==> config.mk <==
export PLATFORM = sky130hd
export DESIGN_NAME = adc_monitor_trigger_ctrl
export DESIGN_NICKNAME = d
export VERILOG_FILES = /design/src/verilog/adc_monitor_trigger_pkg.sv /design/src/verilog/adc_monitor_trigger_ctrl.sv
export VERILOG_INCLUDE_DIRS = /design/src /design/src/verilog
export SDC_FILE = /design/constraint.sdc
export NUM_CORES = 1
export LEC_CHECK = 0
export ABC_AREA = 0
export BUFFER_PORTS_ARGS = -buffer_cell sky130_fd_sc_hd__buf_2
export CORE_ASPECT_RATIO = 0.9
export CORE_MARGIN = 2
export CORE_UTILIZATION = 50
export DETAILED_ROUTE_END_ITERATION = 16
export GPL_TIMING_DRIVEN = 0
export PLACE_DENSITY = 0.68
export SYNTH_ARGS = -nofsm -noshare
export SYNTH_HDL_FRONTEND = slang
export SYNTH_SLANG_ARGS = --single-unit
==> constraint.sdc <==
create_clock -name pclk -period 6.1 [get_ports pclk]
set_input_delay 0.305 -clock pclk [delete_from_list [all_inputs] [get_ports pclk]]
set_output_delay 0.305 -clock pclk [all_outputs]
set_load 0.01 [all_outputs]
==> src/verilog/adc_monitor_trigger_regs.svh <==
// Summary of operation
// - monitor 0 enable bit 0 gates monitor 0
// - monitor 0 polarity: 0 below, 1 above threshold
// - monitor 0 selector: 0-7 normal, 1xxx priority
// - monitor 1 enable bit 0 gates monitor 1
// - monitor 1 polarity: 0 below, 1 above threshold
// - monitor 1 selector: 0-7 normal, 1xxx priority
// - trigger bit 7 picks priority start source
// - trigger bit 6 gates priority hardware start
// - trigger bit 5 picks normal start source
// - trigger bit 4 gates normal hardware start
// - writing 10 then 01 fires soft reset
// - soft reset clears all but clock setting, external trigger synchroniser and apb answer
// - priority result holds 10 bits at 15-6
// - normal results at 15-6, rest reads zero
`ifndef ADC_MONITOR_TRIGGER_REGS_SVH
`define ADC_MONITOR_TRIGGER_REGS_SVH

// ----------------------------------------
// register offsets (byte addresses)
// ----------------------------------------
`define OFF_MON0 8'h00
`define OFF_TRIG 8'h04
`define OFF_MON1 8'h08
`define OFF_THR0 8'h0c
`define OFF_THR1 8'h10
`define OFF_CLKSET 8'h14
`define OFF_INT_STAT 8'h18
`define OFF_INT_CLR 8'h1c
`define OFF_INT_EN 8'h20
`define OFF_RES_PRIO 8'h60
`define RES_NORM_PAGE 3'h2

// ----------------------------------------
// field positions and widths
// ----------------------------------------
`define MON_CFG_MSB 5
`define TRIG_CFG_MSB 7
`define TRIG_CFG_LSB 4
`define RST_FIELD_MSB 1
`define RST_ARM_CODE 2'h2
`define RST_FIRE_CODE 2'h1
`define RES_MSB 15
`define RES_LSB 6
`define RES_W 10
`define NORM_RES_CNT 8
`define CLKSET_W 8
`define INT_W 4
`define INT_MON0 0
`define INT_MON1 1
`define INT_NORM_DONE 2
`define INT_PRIO_DONE 3

// ----------------------------------------
// reset values
// ----------------------------------------
`define MON_CFG_RST 6'h00
`define TRIG_CFG_RST 4'h0
`define THR_RST 10'h000
`define CLKSET_RST 8'h00
`define INT_RST 4'h0
`define RES_RST 10'h000

`endif
==> src/verilog/adc_monitor_trigger_pkg.sv <==
`include "adc_monitor_trigger_regs.svh"

package adc_monitor_trigger_pkg;

	typedef logic [`RES_W-1:0] result_t;

	typedef struct packed
	{
		logic valid;
		logic prio;
		logic [2:0] index;
		result_t data;
	} conv_result_s;

	typedef struct packed
	{
		logic polarity;
		logic [3:0] sel;
		logic enable;
	} mon_cfg_s;

	typedef struct packed
	{
		logic prio_src;
		logic prio_en;
		logic norm_src;
		logic norm_en;
	} trig_cfg_s;

	typedef enum logic [0:0]
	{
		RST_IDLE = 1'b0,
		RST_ARMED = 1'b1
	} rst_seq_e;

	typedef struct packed
	{
		mon_cfg_s mon0;
		mon_cfg_s mon1;
		trig_cfg_s trig;
		rst_seq_e rst_seq;
		result_t thr0;
		result_t thr1;
		logic [`CLKSET_W-1:0] clk_set;
		logic [`INT_W-1:0] int_stat;
		logic [`INT_W-1:0] int_en;
		result_t [`NORM_RES_CNT-1:0] res_norm;
		result_t res_prio;
		logic [2:0] ext_sync;
		logic ext_level;
		logic normal_start;
		logic prio_start;
		logic mon0_pulse;
		logic mon1_pulse;
		logic soft_rst;
		logic [31:0] prdata;
		logic pslverr;
	} state_s;

endpackage

==> src/verilog/adc_monitor_trigger_ctrl.sv <==
// Design decisions made here: the register addresses and the APB slave port.
`timescale 1ns/1ps
`include "adc_monitor_trigger_regs.svh"

module adc_monitor_trigger_ctrl
(
	// clock and reset
	input wire logic pclk,
	input wire logic presetn,
	// apb slave
	input wire logic psel,
	input wire logic penable,
	input wire logic pwrite,
	input wire logic [7:0] paddr,
	input wire logic [31:0] pwdata,
	input wire logic [3:0] pstrb,
	output logic [31:0] prdata,
	output logic pready,
	output logic pslverr,
	// conversion core
	input wire adc_monitor_trigger_pkg::conv_result_s conv_result,
	output logic adc_soft_reset,
	output logic [`CLKSET_W-1:0] conv_clock_setting,
	// hardware start sources
	input wire logic ext_trigger_pin,
	input wire logic timer_match_normal,
	input wire logic timer_match_prio,
	output logic normal_hw_start,
	output logic prio_hw_start,
	// monitor events and interrupt
	output logic mon0_irq_pulse,
	output logic mon1_irq_pulse,
	output logic irq
);

	// ----------------------------------------
	// functions
	// ----------------------------------------

	// merge write data into the current value, one byte lane per strobe bit
	function automatic logic [31:0] apply_strobe
	(
		input logic [31:0] old_val,
		input logic [31:0] new_val,
		input logic [3:0] strb
	);
		logic [31:0] r;
		r = old_val;
		for (int i = 0; i < 4; i++)
		begin
			if (strb[i])
			begin
				r[i*8 +: 8] = new_val[i*8 +: 8];
			end
		end
		return r;
	endfunction

	// read value of a register; bit 32 flags a mapped address
	function automatic logic [32:0] read_reg
	(
		input adc_monitor_trigger_pkg::state_s st,
		input logic [7:0] addr
	);
		logic [32:0] r;
		r = {1'b1, 32'h0000_0000};
		case (addr)
			`OFF_MON0:
			begin
				r[`MON_CFG_MSB:0] = st.mon0;
			end
			`OFF_TRIG:
			begin
				r[`TRIG_CFG_MSB:`TRIG_CFG_LSB] = st.trig;
			end
			`OFF_MON1:
			begin
				r[`MON_CFG_MSB:0] = st.mon1;
			end
			`OFF_THR0:
			begin
				r[`RES_W-1:0] = st.thr0;
			end
			`OFF_THR1:
			begin
				r[`RES_W-1:0] = st.thr1;
			end
			`OFF_CLKSET:
			begin
				r[`CLKSET_W-1:0] = st.clk_set;
			end
			`OFF_INT_STAT:
			begin
				r[`INT_W-1:0] = st.int_stat;
			end
			`OFF_INT_CLR:
			begin
				r[31:0] = 32'h0000_0000;
			end
			`OFF_INT_EN:
			begin
				r[`INT_W-1:0] = st.int_en;
			end
			`OFF_RES_PRIO:
			begin
				r[`RES_MSB:`RES_LSB] = st.res_prio;
			end
			default:
			begin
				if (addr[7:5] == `RES_NORM_PAGE && addr[1:0] == 2'h0)
				begin
					r[`RES_MSB:`RES_LSB] = st.res_norm[addr[4:2]];
				end
				else
				begin
					r[32] = 1'b0;
				end
			end
		endcase
		return r;
	endfunction

	// monitor hit: enabled, new result lands in the watched register, condition met
	function automatic logic mon_hit
	(
		input adc_monitor_trigger_pkg::mon_cfg_s cfg,
		input adc_monitor_trigger_pkg::result_t thr,
		input adc_monitor_trigger_pkg::conv_result_s cr
	);
		logic targeted;
		logic cond;
		targeted = cfg.sel[3] ? cr.prio : (!cr.prio && cr.index == cfg.sel[2:0]);
		cond = cfg.polarity ? (cr.data > thr) : (cr.data < thr);
		return cr.valid && cfg.enable && targeted && cond;
	endfunction

	// state after soft reset; clock setting and synchroniser passed in
	function automatic adc_monitor_trigger_pkg::state_s reset_state
	(
		input logic [`CLKSET_W-1:0] clk_keep,
		input logic [2:0] sync_keep,
		input logic level_keep
	);
		adc_monitor_trigger_pkg::state_s r;
		r = '0;
		r.mon0 = `MON_CFG_RST;
		r.mon1 = `MON_CFG_RST;
		r.trig = `TRIG_CFG_RST;
		r.rst_seq = adc_monitor_trigger_pkg::RST_IDLE;
		r.thr0 = `THR_RST;
		r.thr1 = `THR_RST;
		r.int_stat = `INT_RST;
		r.int_en = `INT_RST;
		r.res_prio = `RES_RST;
		for (int i = 0; i < `NORM_RES_CNT; i++)
		begin
			r.res_norm[i] = `RES_RST;
		end
		r.clk_set = clk_keep;
		r.ext_sync = sync_keep;
		r.ext_level = level_keep;
		return r;
	endfunction

	// ----------------------------------------
	// state
	// ----------------------------------------
	adc_monitor_trigger_pkg::state_s s_q;
	adc_monitor_trigger_pkg::state_s s_d;

	logic [32:0] rd;
	logic [31:0] wval;
	logic wr_en;
	logic setup;
	logic ext_rise;
	logic fire;
	logic [`INT_W-1:0] events;
	logic [`INT_W-1:0] clr;

	// ----------------------------------------
	// next-state logic
	// ----------------------------------------
	always_comb
	begin
		s_d = s_q;
		rd = read_reg(s_q, paddr);
		wval = apply_strobe(rd[31:0], pwdata, pstrb);
		wr_en = psel && penable && pwrite && rd[32];
		setup = psel && !penable;
		fire = 1'b0;
		events = '0;
		clr = '0;

		// single-cycle outputs default low
		s_d.normal_start = 1'b0;
		s_d.prio_start = 1'b0;
		s_d.mon0_pulse = 1'b0;
		s_d.mon1_pulse = 1'b0;
		s_d.soft_rst = 1'b0;

		// external trigger: three stages, level moves once stages two and three agree
		s_d.ext_sync = {s_q.ext_sync[1:0], ext_trigger_pin};
		if (s_q.ext_sync[1] == s_q.ext_sync[2])
		begin
			s_d.ext_level = s_q.ext_sync[2];
		end
		ext_rise = s_q.ext_sync[1] && s_q.ext_sync[2] && !s_q.ext_level;

		// hardware starts; one external edge may feed both paths if software lets it
		s_d.prio_start = s_q.trig.prio_en && (s_q.trig.prio_src ? timer_match_prio : ext_rise);
		s_d.normal_start = s_q.trig.norm_en && (s_q.trig.norm_src ? timer_match_normal : ext_rise);

		// result storage
		if (conv_result.valid)
		begin
			if (conv_result.prio)
			begin
				s_d.res_prio = conv_result.data;
				events[`INT_PRIO_DONE] = 1'b1;
			end
			else
			begin
				s_d.res_norm[conv_result.index] = conv_result.data;
				events[`INT_NORM_DONE] = 1'b1;
			end
		end

		// monitors judge the value being stored this cycle
		events[`INT_MON0] = mon_hit(s_q.mon0, s_q.thr0, conv_result);
		events[`INT_MON1] = mon_hit(s_q.mon1, s_q.thr1, conv_result);
		s_d.mon0_pulse = events[`INT_MON0];
		s_d.mon1_pulse = events[`INT_MON1];

		// apb answer is prepared in the setup cycle
		if (setup)
		begin
			s_d.prdata = pwrite ? s_q.prdata : rd[31:0];
			s_d.pslverr = !rd[32];
		end

		// register writes at the access edge
		if (wr_en)
		begin
			case (paddr)
				`OFF_MON0:
				begin
					s_d.mon0 = wval[`MON_CFG_MSB:0];
				end
				`OFF_MON1:
				begin
					s_d.mon1 = wval[`MON_CFG_MSB:0];
				end
				`OFF_TRIG:
				begin
					s_d.trig = wval[`TRIG_CFG_MSB:`TRIG_CFG_LSB];
					if (pstrb[0])
					begin
						case (s_q.rst_seq)
							adc_monitor_trigger_pkg::RST_IDLE:
							begin
								if (wval[`RST_FIELD_MSB:0] == `RST_ARM_CODE)
								begin
									s_d.rst_seq = adc_monitor_trigger_pkg::RST_ARMED;
								end
							end
							adc_monitor_trigger_pkg::RST_ARMED:
							begin
								if (wval[`RST_FIELD_MSB:0] == `RST_FIRE_CODE)
								begin
									fire = 1'b1;
								end
								else if (wval[`RST_FIELD_MSB:0] != `RST_ARM_CODE)
								begin
									s_d.rst_seq = adc_monitor_trigger_pkg::RST_IDLE;
								end
							end
							default:
							begin
								s_d.rst_seq = adc_monitor_trigger_pkg::RST_IDLE;
							end
						endcase
					end
				end
				`OFF_THR0:
				begin
					s_d.thr0 = wval[`RES_W-1:0];
				end
				`OFF_THR1:
				begin
					s_d.thr1 = wval[`RES_W-1:0];
				end
				`OFF_CLKSET:
				begin
					s_d.clk_set = wval[`CLKSET_W-1:0];
				end
				`OFF_INT_CLR:
				begin
					clr = wval[`INT_W-1:0];
				end
				`OFF_INT_EN:
				begin
					s_d.int_en = wval[`INT_W-1:0];
				end
				default:
				begin
					s_d.int_en = s_q.int_en;
				end
			endcase
		end

		// sticky status, a new event wins over a clear in the same cycle
		s_d.int_stat = (s_q.int_stat & ~clr) | events;

		// soft reset: everything back to reset except the converter clock setting, the external trigger synchroniser and the apb answer
		if (fire)
		begin
			s_d = reset_state(s_q.clk_set, s_d.ext_sync, s_d.ext_level);
			s_d.soft_rst = 1'b1;
			s_d.prdata = s_q.prdata;
			s_d.pslverr = s_q.pslverr;
		end
	end

	// ----------------------------------------
	// state register
	// ----------------------------------------
	always_ff @(posedge pclk or negedge presetn)
	begin
		if (!presetn)
		begin
			s_q <= '0;
		end
		else
		begin
			s_q <= s_d;
		end
	end

	// ----------------------------------------
	// outputs
	// ----------------------------------------
	assign prdata = s_q.prdata;
	assign pready = 1'b1;
	assign pslverr = s_q.pslverr;
	assign adc_soft_reset = s_q.soft_rst;
	assign conv_clock_setting = s_q.clk_set;
	assign normal_hw_start = s_q.normal_start;
	assign prio_hw_start = s_q.prio_start;
	assign mon0_irq_pulse = s_q.mon0_pulse;
	assign mon1_irq_pulse = s_q.mon1_pulse;
	assign irq = |(s_q.int_stat & s_q.int_en);

endmodule

==> impl_metrics.yaml <==
outcome:
  status: "finished, final reports clean"
floorplanning:
  core_sq_um: 18400
  die-area_sq_um: 19900
  rows: 47
  fp.dieW_um: 148
  start_util_pct: 50.9
  io_pins: 115
  die_h_um: 134
critical_path:
  cp-start-kind: "input pin"
  cp-end-kind: "flip-flop"
  crit_top_cell: "buf_2"
  cpPeakStageDelay_ns: 0.73
  critPathMaxFanout: 10
  critPathBufInv: 5
  cp.required_ns: 6.41
  path_delay_family: "buffers and inverters"
  crit_type: "in2reg"
  arrival_ns: 4.67
  crit_chain: "buf_2 > buf_2 > clkbuf_1 > mux2i_1 > a2bb2oi_1 > o221ai_1 > o21ai_1 > ha_1 > nand3_1 > nor4_1 > nand2_1 > inv_2 > buf_2 > nor2_1"
  cp_slowest_cell: "o21ai_1"
power_and_ir_drop:
  p_leak_nw: 4.82
  power_density_nw_per_um2: 264
  p_total_mw: 2.83
  max-vdd-ir-drop_v: 0.000192
global_routing:
  grt_start_max_net_pins: 122
  grt.total_usage_pct: 28.3
  grt-busiest-layer: "met1"
  met2_usage_pct: 41.1
  antenna_found_initial: 0
  grt_pass1_vias: 7240
  overflow: 0
  use_met1_pct: 44.0
  use_met3_pct: 5.58
  grt_pass1_wl_um: 42400
timing:
  totalNegativeSetupSlack_ns: 0
  worst_slew_pin_slew_ns: 1.30
  fin_worst_skew_ns: 0.00771
  drv_slew: 0
  hold_viol_final: 0
  fin_crit_sh_pct: 71.4
  period_minus_slack_ns: 4.35
  fmax_ghz: 0.230
  setup_viol: 0
  slew_headroom_pct: 12.9
  rsz0062_at_grt: "false"
synth:
  synth.avg_cell_area_sq_um: 9.82
  synth_edf_count: 0
  synth_top_cell_area_share_pct: 45.1
  ys_top_cells_by_area: "dfrtp_1, mux2i_1, nand2_1, mux4_2, nor2_1"
  yosysTopAreaCell: "dfrtp_1"
  synth_flop_cell: "dfrtp_1"
  yosysWarningCount: 0
  synth_area_sq_um: 9370
  synthCells: 954
  async_reset_ff_share_pct: 100
  yosysUniqueCellTypes: 70
  ys_seq_elements: 169
  synth_seq_area_share_pct: 45.1
detailed_routing:
  firstDrtPassIters: 5
  detail_route.wirelength_um: 27200
  avgRoutedWirePerCell_um: 20.7
  vias: 7737
  first_iter_violations: 856
  vias_per_cell: 5.87
  drtAntennaViolNets: 0
  drc: 0
finish:
  final_common_cell: "dfrtp_1"
  layout_common_cells: "dfrtp_1, nand2_1, buf_2, nor2_1, mux2i_1"
  area_growth_pct: 14.1
  antenna_cells: 0
  drive_gt1_share_pct: 20.4
  fin_nets: 1149
cts:
  root_buffer: "clkbuf_16"
  clkSlewWorstSetupHoldPaths_ns: 0.06
  worst_skew_pair.late_latency_ns: 0.44
  cts_sinks: 169
  post_cts_resized: 0
  cts_tree: "built"
  clock_path_buffers: 2
  htreeDepth: 4
  cts_buffers: 17
placement:
  gp_congestion: 0.992
  dp_hpwl_um: 19700
  port_buffers: 68
job:
  maxCapViolCount: 0
min_path:
  min_path_type: "in2reg"
routing by layer:
layer	wire [um]	vias to the layer above	part of all wire [%]
met4	379	0	1.4
met1	12500	3801	46
li1	-	3536	-
met3	2530	25	9.3
met5	0	-	0
met2	11800	375	43
worst paths after layout:
| check | end | startpoint | cells after the start | slack [ns] |
|---|---|---|---|---|
| worst max-delay path | s_q[115] | paddr[4] | 14 | 1.75 |
| worst min-delay path | pslverr | penable | 3 | 0.18 |
| worst max register to register | s_q[115] | s_q[149] | 11 | 2.13 |
| worst min register to register | s_q[40] | s_q[39] | 0 | 0.34 |
| max in group asynchronous | s_q[101] | presetn | 3 | 4.83 |
| min in group asynchronous | s_q[179] | presetn | 2 | 0.35 |
synthesized netlist by cell type, types with 4 or more instances:
| master | n |
|---|---|
| a22oi_1 | 5 |
| buf_4 | 43 |
| xnor2_1 | 4 |
| o22ai_1 | 4 |
| nor2b_1 | 9 |
| nor2_1 | 89 |
| mux4_2 | 20 |
| o31ai_1 | 16 |
| a2111oi_0 | 6 |
| a211oi_1 | 7 |
| nand2_1 | 132 |
| o21ai_1 | 7 |
| nand2b_1 | 11 |
| ha_1 | 23 |
| and3_1 | 4 |
| buf_2 | 24 |
| nand3b_1 | 11 |
| nand4b_1 | 4 |
| nand4_1 | 13 |
| o221ai_1 | 4 |
| a21oi_1 | 60 |
| o21ai_0 | 43 |
| mux2i_1 | 71 |
| mux2_2 | 9 |
| dfrtp_1 | 169 |
| nand3_1 | 22 |
| or4bb_1 | 4 |
| nor3_1 | 9 |
| clkbuf_1 | 34 |
| inv_1 | 31 |
cell type report:
| cell class | count | area (sq um) |
|---|---|---|
| inverter | 32 | 120 |
| multi-input combinational | 665 | 4500 |
| tap | 245 | 307 |
| sequential | 169 | 4230 |
| clock inverter | 12 | 92.6 |
| fill | 1634 | 7710 |
| timing repair buffer | 71 | 398 |
| clock buffer | 20 | 467 |
| buffer | 103 | 578 |
per-stage QoR:
stage	hold WS (ns)	utilization [%]	setup WS (ns)	area [sq um]	std cells
CTS	0.177	58.1	1.88	10700	1317
detailed placement	0.235	54.9	1.46	10100	1283
global placement	0.332	54.7	1.43	10100	1282
finish	0.180	58.1	1.75	10700	1317
floorplan	0.00941	-	2.97	9430	969
global route	0.199	58.1	1.49	10700	1317
state kept, by name, summed over array words and instances (netlist names):
register and cells:
prio_hw_start 1, s_q 139, mon0_irq_pulse 1, adc_soft_reset 1
pslverr 1, normal_hw_start 1, prdata 16, conv_clock_setting 8
mon1_irq_pulse 1
tightest hold or removal path, delay by kind of cell:
family | cells | cell delay [ns]
AO/OA/AOI/OAI | 1 | 0.13
buffers and inverters | 1 | 0.08
AND/OR/NAND/NOR | 1 | 0.06
what timing repair did:
action                     CTS  global route
hold buffers                 2             0
setup buffers                0             0
setup endpoints to repair    0             0
hold endpoints to repair    49             0
power by group:
group | internal [mW] | total, mW | switching (mW) | leakage [nW]
clock network | 0.557 | 1.04 | 0.479 | 0.254
registers | 1.26 | 1.34 | 0.0755 | 2.17
logic | 0.207 | 0.450 | 0.243 | 2.40
total | 2.03 | 2.83 | 0.798 | 4.82
logic make-up after synthesis:
family	synth area share, %
AOI/OAI and AO/OA	13.0
xor gates and xnor gates	0.561
adders and majority gates	3.07
buffers and inverters	7.45
DFF	45.1
muxes	13.5
other	0.0801
and+or+nand+nor	17.3
Note: power is estimated with default switching activity, not from simulation.
